## src/verilog/slip_irq_defines.svh

```systemverilog
// Offsets, field positions, reset values and sizes of the slip interrupt block
`ifndef SLIP_IRQ_DEFINES_SVH
`define SLIP_IRQ_DEFINES_SVH

// Register offsets on the register port
`define SLIP_STATUS_ADDR 8'h08
`define SLIP_ENABLE_ADDR 8'h09

// Bit positions, shared by the enable and the status register
`define SLIP_TX_OVERFLOW_BIT 7
`define SLIP_TX_UNDERFLOW_BIT 6
`define SLIP_TX_ANY_BIT 5
`define SLIP_RX_OVERFLOW_BIT 2
`define SLIP_RX_UNDERFLOW_BIT 1
`define SLIP_RX_ANY_BIT 0

// Reset value, writable bits and reserved bits
`define SLIP_REG_RESET 8'h00
`define SLIP_WRITABLE_MASK 8'he7
`define SLIP_RESERVED_MASK 8'h18

// Buffer depth in whole frames and width of the level count
`define SLIP_DEPTH_FRAMES 2
`define SLIP_LEVEL_W 8

`endif

```

## src/verilog/slip_irq_pkg.sv

```systemverilog
// Types shared by the slip interrupt block
package slip_irq_pkg;

  // One register image, enable and status alike
  typedef logic [7:0] slip_reg_t;

  // Buffer occupancy in frames
  typedef logic [7:0] slip_level_t;

endpackage

```

## src/verilog/slip_path_if.sv

```systemverilog
// Frame strobes and slip events between the top and one slip buffer
`timescale 1ns/1ps
interface slip_path_if;
  logic frame_wr;
  logic frame_rd;
  logic drop;
  logic dup;
  slip_irq_pkg::slip_level_t level;

  modport buffer (input frame_wr, input frame_rd,
                  output drop, output dup, output level);
  modport ctrl (output frame_wr, output frame_rd,
                input drop, input dup, input level);
endinterface

```

## src/verilog/slip_frame_buffer.sv

```systemverilog
// Frame-granular slip buffer occupancy with overflow and underflow slips
`timescale 1ns/1ps
`include "slip_irq_defines.svh"
module slip_frame_buffer #(
  parameter int DEPTH = `SLIP_DEPTH_FRAMES
) (
  // Clock and reset
  input wire logic core_clk,
  input wire logic srst,
  // Frame strobes in, slip events out
  slip_path_if.buffer path
);

  logic full;
  logic empty;

  assign full = (path.level == slip_irq_pkg::slip_level_t'(DEPTH));
  assign empty = (path.level == '0);

  // Occupancy count; a slip leaves it unchanged
  always_ff @(posedge core_clk) begin
    if (srst) begin
      path.level <= '0;
    end else if (path.frame_wr && !path.frame_rd && !full) begin
      path.level <= path.level + 1'b1;
    end else if (path.frame_rd && !path.frame_wr && !empty) begin
      path.level <= path.level - 1'b1;
    end
  end

  // Write into a full buffer drops a frame; read of empty repeats one
  always_ff @(posedge core_clk) begin
    if (srst) begin
      path.drop <= 1'b0;
      path.dup <= 1'b0;
    end else begin
      path.drop <= path.frame_wr && !path.frame_rd && full;
      path.dup <= path.frame_rd && !path.frame_wr && empty;
    end
  end
endmodule

```

## src/verilog/slip_buffer_interrupt_enable.sv

```systemverilog
// Slip buffer interrupt enable, sticky status and interrupt of one channel
//
// Chosen here: the register addresses and the strobed register port.
`timescale 1ns/1ps
`include "slip_irq_defines.svh"

////////////////////////////////////////////////////////////////////////////////

// Functional notes
// - Enable bit 7 lets a transmit buffer overflow raise its interrupt.
// - Writing into a full buffer drops one frame and flags overflow.
// - Enable bit 6 lets a transmit buffer underflow raise its interrupt.
// - Reading an empty buffer repeats one frame and flags underflow.
// - Enable bit 5 covers any transmit slip, overflow or underflow.
// - Enable bit 2 lets a receive buffer overflow raise its interrupt.
// - Enable bits are read-write, reset to 0; 1 enables, 0 disables.
// - An enabled slip event sets its status bit to one.
// - Status bits clear when software reads the status register.
// - Bit 1 enables receive underflow, bit 0 any receive slip.
module slip_buffer_interrupt_enable #(
  parameter int DEPTH = `SLIP_DEPTH_FRAMES
) (
  // Clock and reset
  input wire logic core_clk,
  input wire logic srst,
  // Register port
  input wire logic [7:0] reg_addr,
  input wire logic [7:0] reg_wdata,
  input wire logic reg_wr,
  input wire logic reg_rd,
  output logic [7:0] reg_rdata,
  // Transmit slip buffer frame strobes and slips
  input wire logic tx_frame_wr,
  input wire logic tx_frame_rd,
  output logic tx_frame_drop,
  output logic tx_frame_repeat,
  output logic [7:0] tx_level,
  // Receive slip buffer frame strobes and slips
  input wire logic rx_frame_wr,
  input wire logic rx_frame_rd,
  output logic rx_frame_drop,
  output logic rx_frame_repeat,
  output logic [7:0] rx_level,
  // Interrupt request, level, active high
  output logic irq
);

  //////////////////////////////////////////////////////////////////////////////
  // Slip buffers

  slip_path_if tx_path ();
  slip_path_if rx_path ();

  // Frame strobes into the two buffers
  assign tx_path.frame_wr = tx_frame_wr;
  assign tx_path.frame_rd = tx_frame_rd;
  assign rx_path.frame_wr = rx_frame_wr;
  assign rx_path.frame_rd = rx_frame_rd;

  slip_frame_buffer #(
    .DEPTH(DEPTH)
  ) tx_buffer (
    .core_clk(core_clk),
    .srst(srst),
    .path(tx_path)
  );

  slip_frame_buffer #(
    .DEPTH(DEPTH)
  ) rx_buffer (
    .core_clk(core_clk),
    .srst(srst),
    .path(rx_path)
  );

  // Slip pulses and levels, all from buffer flip-flops
  assign tx_frame_drop = tx_path.drop;
  assign tx_frame_repeat = tx_path.dup;
  assign tx_level = tx_path.level;
  assign rx_frame_drop = rx_path.drop;
  assign rx_frame_repeat = rx_path.dup;
  assign rx_level = rx_path.level;

  //////////////////////////////////////////////////////////////////////////////
  // Register decode

  slip_irq_pkg::slip_reg_t slip_irq_enable_reg;
  slip_irq_pkg::slip_reg_t slip_status;
  slip_irq_pkg::slip_reg_t slip_events;
  slip_irq_pkg::slip_reg_t next_slip_status;
  slip_irq_pkg::slip_reg_t next_slip_irq_enable_reg;
  logic enable_wr;
  logic status_rd;
  logic enable_rd;

  assign enable_wr = reg_wr && (reg_addr == `SLIP_ENABLE_ADDR);
  assign enable_rd = reg_rd && (reg_addr == `SLIP_ENABLE_ADDR);
  assign status_rd = reg_rd && (reg_addr == `SLIP_STATUS_ADDR);

  //////////////////////////////////////////////////////////////////////////////
  // Enable register

  // Software-written enables; reserved bits forced to zero
  always_ff @(posedge core_clk) begin
    if (srst) begin
      slip_irq_enable_reg <= `SLIP_REG_RESET;
    end else if (enable_wr) begin
      slip_irq_enable_reg <= reg_wdata & `SLIP_WRITABLE_MASK;
    end
  end

  // Enable value after this edge; a new mask reaches the interrupt at once
  always_comb begin
    next_slip_irq_enable_reg = slip_irq_enable_reg;
    if (enable_wr) begin
      next_slip_irq_enable_reg = reg_wdata & `SLIP_WRITABLE_MASK;
    end
  end

  //////////////////////////////////////////////////////////////////////////////
  // Slip events gated by their enables

  always_comb begin
    slip_events = '0;
    slip_events[`SLIP_TX_OVERFLOW_BIT] = tx_path.drop &&
      slip_irq_enable_reg[`SLIP_TX_OVERFLOW_BIT];
    slip_events[`SLIP_TX_UNDERFLOW_BIT] = tx_path.dup &&
      slip_irq_enable_reg[`SLIP_TX_UNDERFLOW_BIT];
    slip_events[`SLIP_TX_ANY_BIT] = (tx_path.drop || tx_path.dup) &&
      slip_irq_enable_reg[`SLIP_TX_ANY_BIT];
    slip_events[`SLIP_RX_OVERFLOW_BIT] = rx_path.drop &&
      slip_irq_enable_reg[`SLIP_RX_OVERFLOW_BIT];
    slip_events[`SLIP_RX_UNDERFLOW_BIT] = rx_path.dup &&
      slip_irq_enable_reg[`SLIP_RX_UNDERFLOW_BIT];
    slip_events[`SLIP_RX_ANY_BIT] = (rx_path.drop || rx_path.dup) &&
      slip_irq_enable_reg[`SLIP_RX_ANY_BIT];
  end

  //////////////////////////////////////////////////////////////////////////////
  // Sticky status, cleared by a read; a new event wins over the clear

  always_comb begin
    next_slip_status = slip_status;
    if (status_rd) begin
      next_slip_status = '0;
    end
    next_slip_status = next_slip_status | slip_events;
  end

  always_ff @(posedge core_clk) begin
    if (srst) begin
      slip_status <= `SLIP_REG_RESET;
    end else begin
      slip_status <= next_slip_status;
    end
  end

  //////////////////////////////////////////////////////////////////////////////
  // Read data, valid only in the cycle after the read strobe

  always_ff @(posedge core_clk) begin
    if (srst) begin
      reg_rdata <= '0;
    end else if (status_rd) begin
      reg_rdata <= slip_status;
    end else if (enable_rd) begin
      reg_rdata <= slip_irq_enable_reg;
    end else begin
      reg_rdata <= '0; // Unmapped or idle reads zero
    end
  end

  //////////////////////////////////////////////////////////////////////////////
  // Interrupt output

  // Level while any enabled status bit stands
  always_ff @(posedge core_clk) begin
    if (srst) begin
      irq <= 1'b0;
    end else begin
      irq <= |(next_slip_status & next_slip_irq_enable_reg);
    end
  end
endmodule

```

## config.mk

```make
export PLATFORM = sky130hd
export DESIGN_NAME = slip_buffer_interrupt_enable
export DESIGN_NICKNAME = d
export VERILOG_FILES = /design/src/verilog/slip_irq_pkg.sv /design/src/verilog/slip_path_if.sv /design/src/verilog/slip_frame_buffer.sv /design/src/verilog/slip_buffer_interrupt_enable.sv
export VERILOG_INCLUDE_DIRS = /design/src /design/src/verilog
export SDC_FILE = /design/constraint.sdc
export NUM_CORES = 1
export LEC_CHECK = 0
export BUFFER_PORTS_ARGS = -buffer_cell sky130_fd_sc_hd__buf_2
export CAP_MARGIN = 10
export CORE_MARGIN = 2
export CORE_UTILIZATION = 58
export DETAILED_ROUTE_END_ITERATION = 7
export PLACE_DENSITY = 0.91
export SLEW_MARGIN = 40
export SYNTH_ARGS = -nofsm -noshare
export SYNTH_HDL_FRONTEND = slang
export SYNTH_SLANG_ARGS = --single-unit
export TNS_END_PERCENT = 20
```

## constraint.sdc

```tcl
create_clock -name core_clk -period 6.1 [get_ports core_clk]
set_input_delay 1.22 -clock core_clk [delete_from_list [all_inputs] [get_ports core_clk]]
set_output_delay 1.22 -clock core_clk [all_outputs]
set_load 0.02 [all_outputs]
```

Word-level counts from Yosys, hierarchy flattened
Cells that the tools add are included.

cells by class
  add/subtract/negate cells = 4
  reduce and logical (&&, ||, !) cells = 36
  bitwise operators = 2
  eq/ne operators = 4
  muxes and demuxes = 8

operator list
  operator                                             count
  two-way mux 8 bit                                    8
  logical AND 1 bit                                    21
  adder 8 x 1 -> 8 bit, second input constant          2
  equality test 8 x 2 -> 1 bit, second input constant  2
  equality test 8 x 4 -> 1 bit, second input constant  2
  logical NOT 8 bit                                    2
  subtractor 8 x 1 -> 8 bit, second input constant     2
  AND 8 bit                                            1
  logical NOT 1 bit                                    8
  OR 8 bit                                             1
  OR reduction 8 bit                                   1
  nonzero test 2 bit                                   2
  logical OR 1 bit                                     2

word-level totals
  bits of input ports = 24
  register bits = 45

Longest topological paths before layout
Gate-level depths: netlist of run 1.

  depth after elaboration = 6
  mapped depth = 9
  depth with buffers taken out = 9

Modules after synthesis
Synthesis of run 1 repeated with hierarchy kept, for this count alone.

unflattened totals
  cells, all modules = 269
  area total of the unflattened synthesis = 2478.6 um2

modules (own cells, without submodules)
  module                        cells each  seq. area each (um2)  instances  area each (um2)
  slip_frame_buffer             84          200.2                 2          748.2
  slip_buffer_interrupt_enable  101         500.5                 1          982.2

Worst setup path after synthesis of run 1
No wires, ideal clock.

  path kind = input to register
  start point = in tx_frame_rd
  end point = reg tx_buffer.path.level[6]
  library setup time = 79 ps
  arrival = 3233 ps
  buffers on the path = 0
  stages = 9
  path slack = 2788 ps
  cell sequence = nand2b_1 > a31oi_1 > inv_1 > fa_1 > a21o_1 > a21oi_1 > o21ai_0 > a2111o_1 > o211ai_1

between the ends
  longest elaborated chain between the ends = 4
  elaborated cells on any way between the ends = 7
  classes of those cells = mux: 1; reduce/logical: 6

ends and longest elaborated chain
  element                                                         line                                source
  from (decl)                                                     slip_buffer_interrupt_enable.sv:34  input wire logic tx_frame_rd,
  logical NOT 1 bit                                               slip_frame_buffer.sv:24             end else if (path.frame_wr && !path.frame_rd && !full) begin
  logical AND 1 bit (2 in a row)                                  slip_frame_buffer.sv:24
  two-way mux 8 bit / nonzero test 2 bit (equally long branches)  -
  to (signal assigned)                                            slip_frame_buffer.sv:25             path.level <= path.level + 1'b1;
  to (signal assigned)                                            slip_frame_buffer.sv:27             path.level <= path.level - 1'b1;
  to (decl)                                                       slip_path_if.sv:11                  output drop, output dup, output level);

Several ways; a longest one is shown, not always the timed one.
A chain may end at the register's enable or synchronous reset.

Final worst setup path of run 1
Same ends and word-level chain as after synthesis.

==> reports/qor.csv, run 1 <==
metric,value,unit
antenna violations before repair,0,
Flop pwr share,0.352,
Post-Synthesis Cell Area,0.00233,mm^2
vias in the first global route,1941,
Die Ht,67.3,um
post-place setup slack,2.39,ns
worst setup margin,2.66,ns
Slew @ Worst Pin,0.772,ns
Logic pwr share,0.481,
post-cts resize count,0,
clk sink count,45,
share of layout cells above drive strength 1,0.207,
vias,2117,
max incr delay on CP,0.47,ns
Detail Route Antenna Nets,0,
# nets final,357,
Hold Startpoint,slip_irq_enable_reg[5],
first-pass GRT wire length,8290,um
postcts setup bufs,0,
area of the multi-input gates,0.00134,mm^2
setup TNS,0,ns
Worst-path clk slew,0.09,ns
FF-to-FF Start,tx_buffer.path.level[6],
DP HPWL,3650,um
Boundary Pins,53,
Synth top area share,0.387,
"area leader, netlist",dfxtp_1,
worst-path cell chain,buf_2 -> nand2b_1 -> a31oi_1 -> inv_1 -> fa_1 -> a21o_1 -> a21oi_1 -> o21ai_0 -> a2111o_1 -> o211ai_1,
Core Area,0.00394,mm^2
worst-path fanout max,8,
Final GP Congestion,0.881,
Crit. End Element,flop,
drt wl/cell,14.0,um
Worst EP arrival,3.67,ns
Worst Reg-to-Reg Cells,9,
status,"finished, final reports clean",
sequential area share after synthesis,0.387,
Mapped Avg Cell Area,8.62,um^2
area grow syn2layout,15.2,%
Cells after Synth,270,
routed vias/inst,5.74,
Async SR Flop Fraction,0,
RSZ-0062 raised after global routing,no,
Skew-Pair Late Insertion Delay,0.30,ns
count of pins over their slew limit,0,
CTS buffer count,5,
Fillers,314,
crit path launch,tx_frame_rd,
critical path class,in -> reg,
final design instance area without fill,0.00268,mm^2
post-synth cell types,41,
final WL,5160,um
Fin. Hold Viols,0,
Placed Area,0.00259,mm^2
Net Switching,0.497,mW
Post-Route Utilization,0.680,
largest net degree at the start of global routing,44,
P_int,0.648,mW
worst setup path endpoint,tx_buffer.path.level[6],
CTS tree,done,
Leakage,1.17,nW
period utilization,0.564,
clk buf depth,2,
Slew headroom,0.486,
CTS H-tree lvls,2,
pwr/cell area,427,mW/mm^2
Synth Flop Type,dfxtp_1,
Initial Util,0.590,
FF/Latch Area,901,um^2
GRT overflow,0,
I/O Buffers,50,
Synth top cells by count,"dfxtp_1 (45), nor2_1 (36), nand2_1 (25)",
HP Class,reg -> reg,
hold-fix buffers at CTS,0,
synth top area cells,"dfxtp_1 (39%), ha_1 (7.0%), nor2_1 (5.8%)",
GRT Overall Usage,0.242,
hold_ws,0.487,ns
endpoints failing setup,0,
die area,0.00454,mm^2
CP Launch Type,primary input,
Die Width,67.3,um
DRT iter0 DRCs,170,
"EDFF count, synth",0,
Yosys reg bits,45,
Clock Skews,0.00480,ns
syn_nets,309,
worst vdd ir,0.285,mV
switch share,0.434,
Reg2Reg Capture Point,tx_buffer.path.level[6],
Fmax,0.291,GHz
first-pass iteration count of the detailed router,4,
clk root buf,clkbuf_8,
# rows,23,
# Max-Cap Violations,0,
"Req. time, crit path",6.33,ns
Clk network pwr share,0.167,
Crit-path slowest cell,fa_1,
DRC Markers,0,
reg2reg setup slack,3.14,ns
Tmin final,3.44,ns
diode count,0,
yosys warns,0,
most common cell in the netlist,dfxtp_1,
==> placed cells by master (no fill, tap or decap), types with 2 or more instances in the layout <==
cell       instances
buf_2             50
dfxtp_1           45
nor2_1            36
nand2_1           25
a21oi_1           18
nor3_1            13
ha_1              13
a22oi_1           12
inv_1              9
mux2i_1            8
o211ai_1           8
nor4_1             7
nand3_1            6
xnor2_1            6
nor3b_1            5
o21ai_0            5
clkbuf_8           5
nand2b_1           4
a31oi_1            4
xor2_1             4
a21o_1             4
and3_1             3
or3_1              3
nor2_2             2
a211oi_1           2
o2bb2ai_1          2
and3_2             2
a2111o_1           2
o31ai_1            2
fa_1               2
==> how the worst min path moves through the flow <==
stage | to | slack, ns | cells past startpoint
floorplan | slip_irq_enable_reg[5] | 0.46 | 2
global placement | slip_status[5] | 0.47 | 2
detailed placement | slip_irq_enable_reg[5] | 0.48 | 2
CTS | slip_irq_enable_reg[5] | 0.49 | 2
global route | slip_status[3] | 0.52 | 1
finish | slip_irq_enable_reg[5] | 0.49 | 2
==> power by group through the flow <==
| stage | clock network (mW) | registers (mW) | logic, mW |
|---|---|---|---|
| global route | 0.206 | 0.411 | 0.609 |
| floorplan | 0 | 0.453 | 0.361 |
| detailed placement | 0 | 0.408 | 0.537 |
| finish | 0.191 | 0.403 | 0.550 |
| CTS | 0.196 | 0.402 | 0.547 |
| global placement | 0 | 0.406 | 0.514 |
==> kinds of logic (layout without fill, tap and decap cells) <==
group,count (synthesis),in the layout,share of synthesized area
xor gates and xnor gates,10,10,0.0376
DFF,45,45,0.387
buffers and inverters,18,67,0.0360
AOI/OAI and AO/OA,64,64,0.189
adders and majority gates,15,15,0.0871
and+or+nand+nor,110,110,0.228
muxes,8,8,0.0344
==> critical path: cells and delay by family <==
kind	cells	cell delay [ns]
buffers and inverters	2	0.38
AOI/OAI and AO/OA	6	1.45
adders and majority gates	1	0.47
and+or+nand+nor	1	0.15
==> per-stage QoR <==
stage | std cells | total power [mW]
2_1_floorplan | 270 | 0.814
3_3_place_gp | 361 | 0.920
3_5_place_dp | 361 | 0.945
4_1_cts | 369 | 1.15
5_1_grt | 369 | 1.23
6_report | 369 | 1.14
==> layout make-up <==
| type | count | share of cell area |
|---|---|---|
| clock inverter | 3 | 0.00794 |
| multi-input combinational | 207 | 0.501 |
| inverter | 9 | 0.0126 |
| timing repair buffer | 50 | 0.0934 |
| clock buffer | 5 | 0.0257 |
| sequential | 45 | 0.336 |
| tap | 50 | 0.0233 |
==> per-layer routing <==
metal  vias up  routed length, um  share of wire  GRT usage
met4         0                114          0.022      0.128
met3        11                293          0.057     0.0533
met1       965               2350           0.45      0.291
li1       1076                  -              -          -
met2        65               2410           0.47      0.402
met5         -                  0              0          0
Note: power is estimated with default switching activity, not from simulation.
==> inputs of run 2 (changes only) <==
--- a/config.mk
+++ b/config.mk
@@ -6,12 +6,13 @@
 export SDC_FILE = /design/constraint.sdc
 export NUM_CORES = 1
 export LEC_CHECK = 0
+export ABC_AREA = 1
 export BUFFER_PORTS_ARGS = -buffer_cell sky130_fd_sc_hd__buf_2
 export CAP_MARGIN = 10
 export CORE_MARGIN = 2
-export CORE_UTILIZATION = 58
+export CORE_UTILIZATION = 48
 export DETAILED_ROUTE_END_ITERATION = 7
-export PLACE_DENSITY = 0.91
+export PLACE_DENSITY = 0.81
 export SLEW_MARGIN = 40
 export SYNTH_ARGS = -nofsm -noshare
 export SYNTH_HDL_FRONTEND = slang
==> constraint.sdc (replaced) <==
create_clock -name core_clk -period 2.8 [get_ports core_clk]
set_input_delay 0.56 -clock core_clk [delete_from_list [all_inputs] [get_ports core_clk]]
set_output_delay 0.56 -clock core_clk [all_outputs]
set_load 0.02 [all_outputs]
==> run 2 against run 1 <==
Compared with the run above:
- first-iteration DRC count shrank 16%
- sequential share of layout area decreased by 0.19 points
- design area grew 0.56%
- area after synthesis down 0.16%
- combinational power is 8.9% higher
- non-clock buffer count unchanged
- die area increased by 19%
- via count grew 1.5%
- clock-buffer cell count did not move
- highest routed layer unchanged
- largest cell class unchanged
- setup slack worse by 2.1 ns
==> reports/qor.csv, run 2 <==
metric,value,unit,change
vias,2148,,+1.5%
share of layout cells above drive strength 1,0.210,,+0.00333
Synth top cells by count,"nand2_1 (68), dfxtp_1 (45), a21oi_1 (44)",,
Crit. End Element,flop,,
Final Non-Filler Cells,406,,+10%
period utilization,0.785,,
routed vias/inst,5.29,,-7.8%
DRC Markers,0,,unchanged
clk sink count,45,,unchanged
Detail Route Antenna Nets,0,,unchanged
synth top area cells,"dfxtp_1 (39%), nand2_1 (11%), a21oi_1 (9.5%)",,
diode count,0,,unchanged
"area leader, netlist",dfxtp_1,,
vias in the first global route,1915,,-1.3%
first-pass GRT wire length,8200,um,-1.1%
Worst EP arrival,2.40,ns,-1.27 ns
DRT iter0 DRCs,143,,-16%
worst vdd ir,0.297,mV,+4.2%
setup TNS,0,ns,unchanged
syn_nets,342,,+11%
WP buf/inv,1,,-1
"Req. time, crit path",3.00,ns,-3.33 ns
Boundary Pins,53,,unchanged
worst-path cell chain,nor2_1 -> nand4_1 -> nand3_2 -> ha_1 -> a21oi_1 -> inv_1 -> a31oi_1 -> nand3_1 -> a21oi_1 -> nor2_1,,
Flop pwr share,0.408,,+0.056
area grow syn2layout,16.0,%,
Tmin final,2.20,ns,
GRT Overall Usage,0.191,,-0.0504
Tot Pwr,1.86,mW,+62%
Async SR Flop Fraction,0,,unchanged
Synth top area share,0.388,,+0.000625
worst-path fanout max,10,,+2
die area,0.00541,mm^2,+19%
Fin. Hold Viols,0,,unchanged
"EDFF count, synth",0,,unchanged
yosys warns,0,,unchanged
final WL,4890,um,-5.2%
max incr delay on CP,0.47,ns,about the same
HP Class,in -> reg,,
Core Area,0.00469,mm^2,+19%
DP HPWL,3500,um,-4.2%
most common cell in the netlist,nand2_1,,
Yosys reg bits,45,,unchanged
largest net degree at the start of global routing,27,,-39%
Fillers,450,,+43%
Crit-path slowest cell,dfxtp_1,,
Synth Flop Type,dfxtp_1,,
hold-fix buffers at CTS,0,,unchanged
CP Launch Type,flop,,
most frequent cells in the layout,"nand2_1 (68), buf_2 (50), dfxtp_1 (45)",,
Slew @ Worst Pin,0.701,ns,-0.0707 ns
drt wl/cell,12.1,um,-14%
Final GP Congestion,0.859,,-2.5%
Placed Cells,398,,+10%
Placed Area,0.00258,mm^2,-0.39%
worst setup margin,0.603,ns,-2.06 ns
count of pins over their slew limit,0,,unchanged
"leading cell type in the layout, fill and taps excluded",nand2_1,,
post-cts resize count,0,,unchanged
Fmax,0.455,GHz,
antenna violations before repair,0,,unchanged
CTS buffer count,5,,unchanged
status,"finished, final reports clean",,
GRT overflow,0,,unchanged
Skew-Pair Late Insertion Delay,0.30,ns,about the same
Mapped Avg Cell Area,7.67,um^2,-11%
Initial Util,0.495,,-0.0951
switch share,0.354,,-0.0801
clk root buf,clkbuf_8,,
Slew headroom,0.532,,+0.0466
Die Ht,73.6,um,+9.3%
endpoints failing setup,0,,unchanged
postcts setup bufs,0,,unchanged
critical path class,reg -> reg,,
RSZ-0062 raised after global routing,no,,
Die Width,73.6,um,+9.3%
Net Switching,0.657,mW,+32%
CTS tree,done,,
Worst-path clk slew,0.09,ns,about the same
CTS H-tree lvls,2,,unchanged
first-pass iteration count of the detailed router,6,,+2
# rows,25,,+8.7%
# Max-Cap Violations,0,,unchanged
# nets final,390,,+9.2%
post-synth cell types,31,,-24%
Clock Skews,0.00349,ns,-0.00130 ns
Logic pwr share,0.323,,-0.158
pwr/cell area,689,mW/mm^2,+61%
Post-Synthesis Cell Area,0.00232,mm^2,-0.16%
Clk network pwr share,0.270,,+0.103
final design instance area without fill,0.00270,mm^2,+0.56%
I/O Buffers,50,,unchanged
Leakage,1.32,nW,+13%
post-place setup slack,0.529,ns,-1.87 ns
sequential area share after synthesis,0.388,,+0.000625
Cells after Synth,303,,+12%
clk buf depth,2,,unchanged
"CP delay by family, top",simple AND/OR/NAND/NOR gates,,
P_int,1.20,mW,+85%
## run 2: cell types whose count changed in the layout (fill, tap and decap cells not counted), sizes merged, moves of 7 or more
cell / previous run / this run
a21oi: 18 / 44
a22oi: 12 / 0
inv: 10 / 17
mux2i: 8 / 0
nand2: 25 / 73
nand3: 6 / 23
nor2: 38 / 24
nor3: 14 / 1
o211ai: 8 / 0
o21ai: 5 / 23
## run 2: power by group through the flow
stage                     Combinational [mW]  Sequential (mW)  Clock (mW)
after floorplan                        0.400            0.825           0
after global placement                 0.577            0.768           0
after detailed placement               0.594            0.771           0
after CTS                              0.599            0.757       0.511
after global routing                   0.678            0.767       0.538
final                                  0.599            0.757       0.501
## run 2: path summary, 6_finish.rpt
kind | depth (start not counted) | endpoint | slack, ns | from
hold reg to reg | 2 | slip_irq_enable_reg[3] | 0.45 | slip_irq_enable_reg[3]
setup / recovery | 10 | rx_buffer.path.level[7] | 0.60 | rx_buffer.path.level[0]
setup reg to reg | 10 | rx_buffer.path.level[7] | 0.60 | rx_buffer.path.level[0]
hold / removal | 2 | tx_buffer.path.drop | 0.45 | tx_frame_rd
## run 2: cell type report
class | instances | area [um^2] | area share
repair buffers | 50 | 250 | 0.0929
multi-input cells | 232 | 1300 | 0.481
well taps | 54 | 67.6 | 0.0251
clock buffers | 5 | 68.8 | 0.0255
flip-flops and latches | 45 | 901 | 0.334
inverters | 17 | 63.8 | 0.0237
clock inverters | 3 | 46.3 | 0.0172
## run 2: layer usage
metal / part of all wire / vias to the layer above / GRT usage / routed length, um
met5: 0 / - / 0 / 0
li1: - / 1128 / - / -
met4: 0.014 / 0 / 0.0687 / 68
met1: 0.45 / 966 / 0.233 / 2220
met3: 0.049 / 7 / 0.0370 / 240
met2: 0.48 / 47 / 0.333 / 2360
## run 2: cells by family after synthesis
group | synth area share
AOI/OAI and AO/OA | 0.171
DFF | 0.388
xor gates and xnor gates | 0.0339
and+or+nand+nor | 0.267
adders and majority gates | 0.0872
buffers and inverters | 0.0538
## run 2: stage by stage
| step | hold slack, ns | util |
|---|---|---|
| 2_1_floorplan | 0.426 | - |
| 3_3_place_gp | 0.439 | 0.550 |
| 3_5_place_dp | 0.445 | 0.550 |
| 4_1_cts | 0.450 | 0.574 |
| 5_1_grt | 0.464 | 0.574 |
| 6_report | 0.455 | 0.574 |
